$ cat src/core/sensor_bus_pkg.sv
// constants shared by the sensor bus slave command logic
package sensor_bus_pkg;
	// timing
	localparam int CLK_HZ = 50_000_000;
	localparam int FAULT_TEST_US = 200;
	localparam int FAULT_TEST_CYCLES = FAULT_TEST_US * (CLK_HZ / 1_000_000);
	// command opcodes
	localparam logic [3:0] CMD_REV_INIT = 4'hf;
	localparam logic [3:0] CMD_FWD_INIT = 4'he;
	localparam logic [3:0] CMD_CLEAR = 4'ha;
	localparam logic [3:0] CMD_NVM = 4'h9;
	localparam logic [3:0] CMD_SET_OUT = 4'hd;
	localparam logic [3:0] CMD_CLR_OUT = 4'hc;
	// frame layout: long = data8 addr4 cmd4 check4, short = addr4 cmd4 check4
	localparam int FRM_CRC_LSB = 0;
	localparam int FRM_BODY_LSB = 4;
	localparam int BODY_CMD_LSB = 0;
	localparam int BODY_ADDR_LSB = 4;
	localparam int BODY_DATA_LSB = 8;
	localparam int SHORT_BODY_W = 8;
	// data byte of an initialization command
	localparam int DAT_TARGET_LSB = 0;
	localparam int DAT_GROUP_LSB = 4;
	localparam int DAT_BS_BIT = 6;
	localparam int DAT_NV_BIT = 7;
	// position of the fault flag inside a response body
	localparam int RESP_BF_BIT = 8;
	// check field generator, then fixed address and padding values
	localparam logic [3:0] CRC_POLY = 4'h3;
	localparam logic [3:0] CRC_SEED = 4'h0;
	localparam logic [3:0] GLOBAL_ADDR = 4'h0;
	localparam logic [1:0] GROUP_ZERO = 2'h0;
	localparam logic [2:0] RESP_PAD = 3'h0;
	localparam logic [3:0] RESP_HI_PAD = 4'h0;
	localparam logic [7:0] SHORT_HI = 8'h00;
	// apb map
	localparam logic [7:0] REG_CTRL = 8'h00;
	localparam logic [7:0] REG_STATUS = 8'h04;
	localparam int CTRL_LOOP_BIT = 0;
	localparam int CTRL_NVSTORED_BIT = 1;
	localparam int ST_ADDR_LSB = 0;
	localparam int ST_INIT_BIT = 4;
	localparam int ST_GLOBAL_BIT = 5;
	localparam int ST_NV_BIT = 6;
	localparam int ST_BS_BIT = 7;
	localparam int ST_SWITCH_BIT = 8;
	localparam int ST_FAULT_BIT = 9;
	localparam int ST_BUSY_BIT = 10;
	localparam int ST_OUT_BIT = 11;
endpackage

$ cat src/core/bus_fault_tester.sv
// one-shot pull-down test of the inactive side of the pass switch
`timescale 1ns/100ps
module bus_fault_tester #(
	parameter int TEST_CYCLES = sensor_bus_pkg::FAULT_TEST_CYCLES
) (
	input wire logic pclk,
	input wire logic presetn,
	input wire logic start,
	input wire logic test_upstream,
	input wire logic sense_high,
	output logic pulldown_up,
	output logic pulldown_down,
	output logic busy,
	output logic done,
	output logic fault
);
	typedef enum logic [0:0] {IDLE, TESTING} tst_e;
	tst_e state_r, state_nxt;
	logic [15:0] cnt_r, cnt_nxt;
	logic up_r, up_nxt, down_r, down_nxt, done_r, done_nxt, fault_r, fault_nxt;

	always_comb begin
		state_nxt = state_r;
		cnt_nxt = cnt_r;
		up_nxt = up_r;
		down_nxt = down_r;
		done_nxt = 1'b0;
		fault_nxt = fault_r;
		case (state_r)
			IDLE: begin
				if (start) begin
					state_nxt = TESTING;
					cnt_nxt = 16'(TEST_CYCLES - 1);
					up_nxt = test_upstream;
					down_nxt = ~test_upstream;
					fault_nxt = 1'b0;
				end
			end
			TESTING: begin
				// any high sample while sinking current counts as a fault
				if (sense_high) begin
					fault_nxt = 1'b1;
				end
				if (cnt_r == 16'h0000) begin
					state_nxt = IDLE;
					up_nxt = 1'b0;
					down_nxt = 1'b0;
					done_nxt = 1'b1;
				end else begin
					cnt_nxt = cnt_r - 16'h0001;
				end
			end
			default: begin
				state_nxt = IDLE;
			end
		endcase
	end

	always_ff @(posedge pclk or negedge presetn) begin
		if (!presetn) begin
			state_r <= IDLE;
			cnt_r <= 16'h0000;
			up_r <= 1'b0;
			down_r <= 1'b0;
			done_r <= 1'b0;
			fault_r <= 1'b0;
		end else begin
			state_r <= state_nxt;
			cnt_r <= cnt_nxt;
			up_r <= up_nxt;
			down_r <= down_nxt;
			done_r <= done_nxt;
			fault_r <= fault_nxt;
		end
	end

	assign pulldown_up = up_r;
	assign pulldown_down = down_r;
	assign busy = (state_r == TESTING);
	assign done = done_r;
	assign fault = fault_r;
endmodule

$ cat src/core/bus_slave_reverse_init_and_fault.sv
// command interpreter of a daisy-chained sensor bus slave with apb status
//
// Functional notes
// - group bits unused, reported as zero
// - valid reverse init loads target address
// - program-enable bit allows or refuses nvm address
// - stored permanent address makes program-enable ignored
// - reverse init answered only as long word
// - response: address, zeros, fault, flags, target, check
// - response travels during the next command
// - corrupted frame gets no response next frame
// - switch request runs one pull-down fault test
// - downstream tested on forward, upstream on reverse
// - close switch after test only without fault
// - test runs whether or not nvm programmed
// - looped chain skips the fault test
// - global init: address zero, switch open, flags kept
// - address zero executes commands but stays silent
// - global init blocks re-init until clear
// - accepted reverse init blocks re-init until clear
// - switch request closes switch unless the fault test fails, and assigns address
//
// Local design decisions: the APB slave port and the placing of the registers.
`timescale 1ns/100ps
module bus_slave_reverse_init_and_fault #(
	parameter int FAULT_TEST_CYCLES = sensor_bus_pkg::FAULT_TEST_CYCLES
) (
	input wire logic pclk,
	input wire logic presetn,
	input wire logic psel,
	input wire logic penable,
	input wire logic pwrite,
	input wire logic [7:0] paddr,
	input wire logic [31:0] pwdata,
	output logic [31:0] prdata,
	output logic pready,
	output logic pslverr,
	input wire logic rx_valid,
	input wire logic rx_long,
	input wire logic [19:0] rx_word,
	input wire logic fault_sense_high,
	input wire logic [3:0] io_levels,
	input wire logic undervoltage,
	output logic [19:0] tx_word,
	output logic tx_long,
	output logic tx_drive,
	output logic switch_closed,
	output logic pulldown_upstream,
	output logic pulldown_downstream,
	output logic drive_output_pin,
	output logic nvm_program_enable,
	output logic bus_fault_flag,
	output logic [3:0] device_address
);
	logic [3:0] addr_r, addr_nxt;
	logic init_r, init_nxt, global_r, global_nxt;
	logic nv_r, nv_nxt, bs_r, bs_nxt, switch_r, switch_nxt, bf_r, bf_nxt, lo_r, lo_nxt;
	logic [19:0] resp_r, resp_nxt;
	logic [15:0] resp_body_nxt;
	logic resp_long_r, resp_long_nxt, resp_drive_r, resp_drive_nxt;
	logic resp_is_init_r, resp_is_init_nxt;
	logic loop_mode_r, loop_mode_nxt, nvm_stored_r, nvm_stored_nxt;
	logic [31:0] prdata_r, prdata_nxt;
	logic pready_r, pready_nxt, pslverr_r, pslverr_nxt;

	logic [15:0] rx_body;
	logic [3:0] rx_crc, rx_calc, tx_calc;
	logic [3:0] rx_cmd, rx_addr, rx_target;
	logic [7:0] rx_data;
	logic rx_ok, test_start, test_up, test_busy, test_done, test_fault;
	// pads as sized constants so the response bodies stay exactly 16 bits
	localparam logic [2:0] RESP_PAD_W = sensor_bus_pkg::RESP_PAD;
	localparam logic [3:0] RESP_HI_PAD_W = sensor_bus_pkg::RESP_HI_PAD;

	// short frames are zero-extended so one checker serves both sizes
	assign rx_body = rx_long ? rx_word[19:sensor_bus_pkg::FRM_BODY_LSB]
		: {sensor_bus_pkg::SHORT_HI, rx_word[sensor_bus_pkg::FRM_BODY_LSB +: sensor_bus_pkg::SHORT_BODY_W]};
	assign rx_crc = rx_word[sensor_bus_pkg::FRM_CRC_LSB +: 4];
	assign rx_cmd = rx_body[sensor_bus_pkg::BODY_CMD_LSB +: 4];
	assign rx_addr = rx_body[sensor_bus_pkg::BODY_ADDR_LSB +: 4];
	assign rx_data = rx_body[sensor_bus_pkg::BODY_DATA_LSB +: 8];
	assign rx_target = rx_data[sensor_bus_pkg::DAT_TARGET_LSB +: 4];
	assign rx_ok = (rx_calc == rx_crc);

	frame_check_gen #(.WIDTH(16)) rx_check (
		.body(rx_body),
		.check(rx_calc)
	);

	frame_check_gen #(.WIDTH(16)) tx_check (
		.body(resp_body_nxt),
		.check(tx_calc)
	);

	bus_fault_tester #(.TEST_CYCLES(FAULT_TEST_CYCLES)) fault_test (
		.pclk(pclk),
		.presetn(presetn),
		.start(test_start),
		.test_upstream(test_up),
		.sense_high(fault_sense_high),
		.pulldown_up(pulldown_upstream),
		.pulldown_down(pulldown_downstream),
		.busy(test_busy),
		.done(test_done),
		.fault(test_fault)
	);

	assign resp_nxt = {resp_body_nxt, tx_calc};

	// command decode and response preparation
	always_comb begin
		addr_nxt = addr_r;
		init_nxt = init_r;
		global_nxt = global_r;
		nv_nxt = nv_r;
		bs_nxt = bs_r;
		switch_nxt = switch_r;
		bf_nxt = bf_r;
		lo_nxt = lo_r;
		resp_body_nxt = resp_r[19:sensor_bus_pkg::FRM_BODY_LSB];
		resp_long_nxt = resp_long_r;
		resp_drive_nxt = resp_drive_r;
		resp_is_init_nxt = resp_is_init_r;
		test_start = 1'b0;
		test_up = 1'b0;
		if (test_done) begin
			bf_nxt = test_fault;
			switch_nxt = ~test_fault;
			// a still-pending init response picks up the late fault result
			if (resp_is_init_r) begin
				resp_body_nxt[sensor_bus_pkg::RESP_BF_BIT] = test_fault;
			end
		end
		if (rx_valid) begin
			// silence unless this frame earns an answer
			resp_drive_nxt = 1'b0;
			resp_is_init_nxt = 1'b0;
			if (rx_ok) begin
				case (rx_cmd)
					sensor_bus_pkg::CMD_REV_INIT, sensor_bus_pkg::CMD_FWD_INIT: begin
						// short init words and repeats after acceptance are ignored
						// the cycle that ends a test is no longer busy, so test_done is checked too and its fault result is never lost
						if (rx_long && !init_r && !global_r && !test_busy && !test_done) begin
							if (rx_addr == sensor_bus_pkg::GLOBAL_ADDR
									&& rx_target == sensor_bus_pkg::GLOBAL_ADDR) begin
								addr_nxt = sensor_bus_pkg::GLOBAL_ADDR;
								switch_nxt = 1'b0;
								init_nxt = 1'b1;
								global_nxt = 1'b1;
							end else if (rx_addr == sensor_bus_pkg::GLOBAL_ADDR
									|| rx_addr == rx_target) begin
								addr_nxt = rx_target;
								init_nxt = 1'b1;
								// a stored permanent address locks out programming
								nv_nxt = rx_data[sensor_bus_pkg::DAT_NV_BIT] & ~nvm_stored_r;
								bs_nxt = rx_data[sensor_bus_pkg::DAT_BS_BIT];
								bf_nxt = 1'b0;
								if (rx_data[sensor_bus_pkg::DAT_BS_BIT]) begin
									// both sides live in a loop, so a pull-down proves nothing
									if (loop_mode_r) begin
										switch_nxt = 1'b1;
									end else begin
										test_start = 1'b1;
										test_up = (rx_cmd == sensor_bus_pkg::CMD_REV_INIT);
									end
								end
								resp_body_nxt = {addr_nxt, RESP_PAD_W, 1'b0,
									nv_nxt, bs_nxt, sensor_bus_pkg::GROUP_ZERO, rx_target};
								resp_long_nxt = 1'b1;
								resp_drive_nxt = (rx_addr != sensor_bus_pkg::GLOBAL_ADDR);
								resp_is_init_nxt = 1'b1;
							end
						end
					end
					sensor_bus_pkg::CMD_CLEAR: begin
						init_nxt = 1'b0;
						global_nxt = 1'b0;
						lo_nxt = 1'b0;
						nv_nxt = 1'b0;
						bs_nxt = 1'b0;
					end
					sensor_bus_pkg::CMD_SET_OUT, sensor_bus_pkg::CMD_CLR_OUT: begin
						if (init_r && rx_addr == addr_r) begin
							lo_nxt = (rx_cmd == sensor_bus_pkg::CMD_SET_OUT);
							resp_body_nxt = rx_long
								? {addr_r, RESP_HI_PAD_W, nv_r, undervoltage, lo_nxt, switch_r, io_levels}
								: {sensor_bus_pkg::SHORT_HI, nv_r, undervoltage, lo_nxt, switch_r, io_levels};
							resp_long_nxt = rx_long;
							// address zero acts but keeps the bus quiet
							resp_drive_nxt = (addr_r != sensor_bus_pkg::GLOBAL_ADDR);
						end
					end
					default: begin
						resp_drive_nxt = 1'b0;
					end
				endcase
			end
		end
	end

	always_ff @(posedge pclk or negedge presetn) begin
		if (!presetn) begin
			addr_r <= 4'h0;
			init_r <= 1'b0;
			global_r <= 1'b0;
			nv_r <= 1'b0;
			bs_r <= 1'b0;
			switch_r <= 1'b0;
			bf_r <= 1'b0;
			lo_r <= 1'b0;
			resp_r <= 20'h00000;
			resp_long_r <= 1'b0;
			resp_drive_r <= 1'b0;
			resp_is_init_r <= 1'b0;
		end else begin
			addr_r <= addr_nxt;
			init_r <= init_nxt;
			global_r <= global_nxt;
			nv_r <= nv_nxt;
			bs_r <= bs_nxt;
			switch_r <= switch_nxt;
			bf_r <= bf_nxt;
			lo_r <= lo_nxt;
			resp_r <= resp_nxt;
			resp_long_r <= resp_long_nxt;
			resp_drive_r <= resp_drive_nxt;
			resp_is_init_r <= resp_is_init_nxt;
		end
	end

	// apb slave: no wait state; read data is registered in the setup cycle so it comes from a flop
	always_comb begin
		logic setup;
		logic mapped;
		setup = psel & ~penable;
		mapped = (paddr == sensor_bus_pkg::REG_CTRL) || (paddr == sensor_bus_pkg::REG_STATUS);
		loop_mode_nxt = loop_mode_r;
		nvm_stored_nxt = nvm_stored_r;
		pready_nxt = setup;
		pslverr_nxt = setup & ~mapped;
		prdata_nxt = prdata_r;
		if (setup) begin
			prdata_nxt = 32'h00000000;
			if (!pwrite && paddr == sensor_bus_pkg::REG_CTRL) begin
				prdata_nxt[sensor_bus_pkg::CTRL_LOOP_BIT] = loop_mode_r;
				prdata_nxt[sensor_bus_pkg::CTRL_NVSTORED_BIT] = nvm_stored_r;
			end else if (!pwrite && paddr == sensor_bus_pkg::REG_STATUS) begin
				prdata_nxt[sensor_bus_pkg::ST_ADDR_LSB +: 4] = addr_r;
				prdata_nxt[sensor_bus_pkg::ST_INIT_BIT] = init_r;
				prdata_nxt[sensor_bus_pkg::ST_GLOBAL_BIT] = global_r;
				prdata_nxt[sensor_bus_pkg::ST_NV_BIT] = nv_r;
				prdata_nxt[sensor_bus_pkg::ST_BS_BIT] = bs_r;
				prdata_nxt[sensor_bus_pkg::ST_SWITCH_BIT] = switch_r;
				prdata_nxt[sensor_bus_pkg::ST_FAULT_BIT] = bf_r;
				prdata_nxt[sensor_bus_pkg::ST_BUSY_BIT] = test_busy;
				prdata_nxt[sensor_bus_pkg::ST_OUT_BIT] = lo_r;
			end
		end
		if (psel && penable && pready_r && pwrite && paddr == sensor_bus_pkg::REG_CTRL) begin
			loop_mode_nxt = pwdata[sensor_bus_pkg::CTRL_LOOP_BIT];
			nvm_stored_nxt = pwdata[sensor_bus_pkg::CTRL_NVSTORED_BIT];
		end
	end

	always_ff @(posedge pclk or negedge presetn) begin
		if (!presetn) begin
			loop_mode_r <= 1'b0;
			nvm_stored_r <= 1'b0;
			prdata_r <= 32'h00000000;
			pready_r <= 1'b0;
			pslverr_r <= 1'b0;
		end else begin
			loop_mode_r <= loop_mode_nxt;
			nvm_stored_r <= nvm_stored_nxt;
			prdata_r <= prdata_nxt;
			pready_r <= pready_nxt;
			pslverr_r <= pslverr_nxt;
		end
	end

	assign prdata = prdata_r;
	assign pready = pready_r;
	assign pslverr = pslverr_r;
	assign tx_word = resp_r;
	assign tx_long = resp_long_r;
	assign tx_drive = resp_drive_r;
	assign switch_closed = switch_r;
	assign drive_output_pin = lo_r;
	assign nvm_program_enable = nv_r;
	assign bus_fault_flag = bf_r;
	assign device_address = addr_r;
endmodule

$ cat src/core/frame_check_gen.sv
// four-bit check field over a frame body, msb first
`timescale 1ns/100ps
module frame_check_gen #(
	parameter int WIDTH = 16
) (
	input wire logic [WIDTH-1:0] body,
	output logic [3:0] check
);
	always_comb begin
		logic [3:0] c;
		logic fb;
		c = sensor_bus_pkg::CRC_SEED;
		fb = 1'b0;
		for (int i = WIDTH - 1; i >= 0; i--) begin
			fb = c[3] ^ body[i];
			c = {c[2:0], 1'b0} ^ (fb ? sensor_bus_pkg::CRC_POLY : 4'h0);
		end
		check = c;
	end
endmodule

$ cat config.mk
export PLATFORM = sky130hd
export DESIGN_NAME = bus_slave_reverse_init_and_fault
export DESIGN_NICKNAME = d
export VERILOG_FILES = /design/src/core/sensor_bus_pkg.sv /design/src/core/bus_fault_tester.sv /design/src/core/bus_slave_reverse_init_and_fault.sv /design/src/core/frame_check_gen.sv
export SDC_FILE = /design/constraint.sdc
export NUM_CORES = 1
export LEC_CHECK = 0
export BUFFER_PORTS_ARGS = -buffer_cell sky130_fd_sc_hd__buf_2
export CAP_MARGIN = 20
export CORE_ASPECT_RATIO = 1.75
export CORE_UTILIZATION = 47
export CTS_BUF_LIST = sky130_fd_sc_hd__clkbuf_16
export DETAILED_ROUTE_END_ITERATION = 7
export PLACE_DENSITY = 0.87
export SLEW_MARGIN = 15
export SYNTH_ARGS = -nofsm -noshare
export SYNTH_HDL_FRONTEND = slang
export SYNTH_SLANG_ARGS = --single-unit
$ cat constraint.sdc
create_clock -name pclk -period 3.05 [get_ports pclk]
set_input_delay 0.915 -clock pclk [delete_from_list [all_inputs] [get_ports pclk]]
set_output_delay 0.915 -clock pclk [all_outputs]
set_load 0.01 [all_outputs]
==> out/metrics.cfg <==
[timing]
final.setup.tns_ns=-2.23
drv_slew=0
tightestPinTransition_ns=0.850
slew_headroom=0.432
grt_setup_unrepaired=true
setup_viol=19
layout_min_cycle_time_ns=3.50
clock_skew_ns=0.00815
setup_slack_ns=-0.449
clock.fmax_ghz=0.286
hold_viol=0
period_share=1.15

[synth]
synth_ff_type=dfrtp_1
synth-compound-area-share=0.157
muxShareOfSynthArea=0.0168
synth_edf_count=0
syn_area_um2=4310
synth-simple-area-share=0.199
yosysWarnings=0
synth_fa_ha_area_frac=0.00290
synth_top_family_by_area=simple AND/OR/NAND/NOR gates
ys_seq_elements=71
avgSynthCellArea_um2=9.48
synth_area_leaders=dfrtp_1 (41%), xnor2_1 (6.7%), nand2_1 (5.9%)
async_flop_share=1.00
ys_types=66
synthCells=455
synthXorXnorAreaFrac=0.141
ys_seq_area_frac=0.412
synth_top_cell_by_area=dfrtp_1
synth_top_area_share=0.412

[floorplanning]
start_util=0.491
die_h_um=129
die_area_um2=9580
io_pins=139
die_w_um=74.4
core_um2=8780
rows=45

[worst_hold_path]
min_path_type=register to register
holdPathStages=2
hp-start=prdata[6]
holdPathEnd=prdata[6]

[setup_path]
path_buf_inv=4
r2r_slack_ns=0.08
critPathLaunch=rx_word[10]
crit_type=input port to register
worstPathArrival_ns=3.71
crit_chain=buf_8, xnor3_2, xnor2_2, xnor2_2, and3_4, o221a_4, o21ai_4, buf_6, buf_6, a22o_4, xor2_4, xnor2_2, buf_4, xnor3_1
critPathRequiredTime_ns=3.26
cp-start-kind=input port
cp_slowest_cell=xnor3_2
cp-end-kind=register
critPathMaxFanout=5
timing.rr.start=global_r
crit_path_frequent_cell=xnor2_2
reg2reg_to=tx_word[0]
max_stage_delay_ns=0.48
cp_top_family=XOR/XNOR gates
rr_worst_depth=14

[placement]
place.gp.congestion=0.923
dp_hpwl_um=9300
port_buffers=88

[flow_run]
max-cap-violations=0

[clock_network]
cts_buffers=9
insertion_delay_ns=0.34
clk_pin_slew_ns=0.06
htreeDepth=3
clock-sinks=71
cts_tree=done
cts_root_buf=clkbuf_16
cts_hold_buf=0
cts_buffer_depth=2

[cells_and_area]
fin_util=0.705
area_growth_pct=43.5
drive_gt1_frac=0.422
final_common_cell=buf_4
layout_common_cells=buf_4 (87), buf_2 (84), dfrtp_1 (71)
n_antenna_cell=0
nNetsFinal=702

[power_and_ir_drop]
peakVddDrop_v=0.000435
p_leak_nw=2.95
power_density_nw_per_um2=426

[routing]
drc=0
wl_per_cell_um=18.1
antenna_left=0
dr.pass1.iters=5
vias=4280
routed_via_density=5.71
drtIter0Drc=294
wl_um=13600

[global_routing]
grt_overflow=0
antenna_found_initial=0
grt_max_degree=53
grt_pass1_wl_um=20400
track_usage=0.283
grt_pass1_vias=4317

[run_status]
violations=setup timing
status=complete, but fails checks

==> power by group <==
group,leakage [nW],internal [mW],switching [mW]
clock,0.162,0.719,0.429
sequential,0.883,0.979,0.0310
combinational,1.91,0.225,0.256
total,2.95,1.92,0.716
==> worst reg2reg max path, delay by kind of cell, from the launching register on <==
kind	cells	cell delay [ns]
AOI/OAI and AO/OA	2	0.34
xor gates and xnor gates	3	0.61
buffers and inverters	6	0.82
DFF	1	0.42
and+or+nand+nor	3	0.65
==> registers in the layout (all words and copies together), names as in the netlist, 4 cells and up <==
name	cells
device_address	4
fault_test.cnt_r	16
prdata	12
tx_word	20
==> repair_timing <==
action / 4_1_cts / 5_1_grt
cloned: 0 / 1
setup buffers: 11 / 8
gates resized for setup: 40 / 32
endpoints found under the setup margin: 24 / 30
pin swaps: 28 / 10
==> how the worst max path moves through the flow <==
stage                       to  depth (start not counted)
floorplan           tx_word[2]                         12
global placement    tx_word[3]                         12
detailed placement  tx_word[3]                         12
CTS                 tx_word[3]                         14
global route        tx_word[3]                         14
finish              tx_word[0]                         14
==> kinds of logic (layout without fill, tap and decap cells) <==
family          after synthesis  after routing
flops                        71             71
xor+xnor                     55             55
simple gates                174            174
compound gates               91             92
fa+ha+maj                     1              1
other cells                   1             20
mux                           7              7
buf+inv                      55            213
==> synthesized netlist by cell type, drive strengths merged (3+ instances only) <==
cell type	instances
nand2	68
a32oi	3
xnor3	4
xnor2	36
clkbuf	11
nor4	10
nor3	13
nor2	29
and2	5
nand2b	7
xor2	13
o22ai	3
a22o	3
nand3b	3
o21ai	24
o31a	3
inv	13
buf	31
o31ai	3
mux2i	5
or4	3
a21oi	15
a31oi	6
dfrtp	71
o211ai	3
o2bb2ai	3
or3	4
nand3	22
a22oi	7
==> final cells by class <==
cell class	count	area (µm²)
Clock buffer	9	225
Clock inverter	7	95.1
Fill cell	623	2590
Inverter	13	48.8
Multi-Input combinational cell	349	2670
Sequential cell	71	1780
Tap cell	117	146
Timing Repair Buffer	184	1230
==> stage by stage <==
stage                     area, µm²  std cells  setup WS, ns  hold WS [ns]  total power, mW
after CTS                      5970        741        -0.370         0.469             2.59
after detailed placement       5380        714        -0.809         0.455             1.43
after floorplan                4480        474        -0.546         0.449             1.29
final                          6190        750        -0.449         0.467             2.64
after global placement         5380        714        -0.741         0.447             1.41
after global routing           6190        750        -0.520         0.489             2.72
==> per-layer routing <==
metal  track usage  vias up  share of wire
li1              -     1912              -
met1         0.301     2096           0.36
met5             0        -              0
met4         0.148        0          0.049
met3        0.0439       55          0.052
met2         0.517      217           0.54
Note: power is estimated with default switching activity, not from simulation.
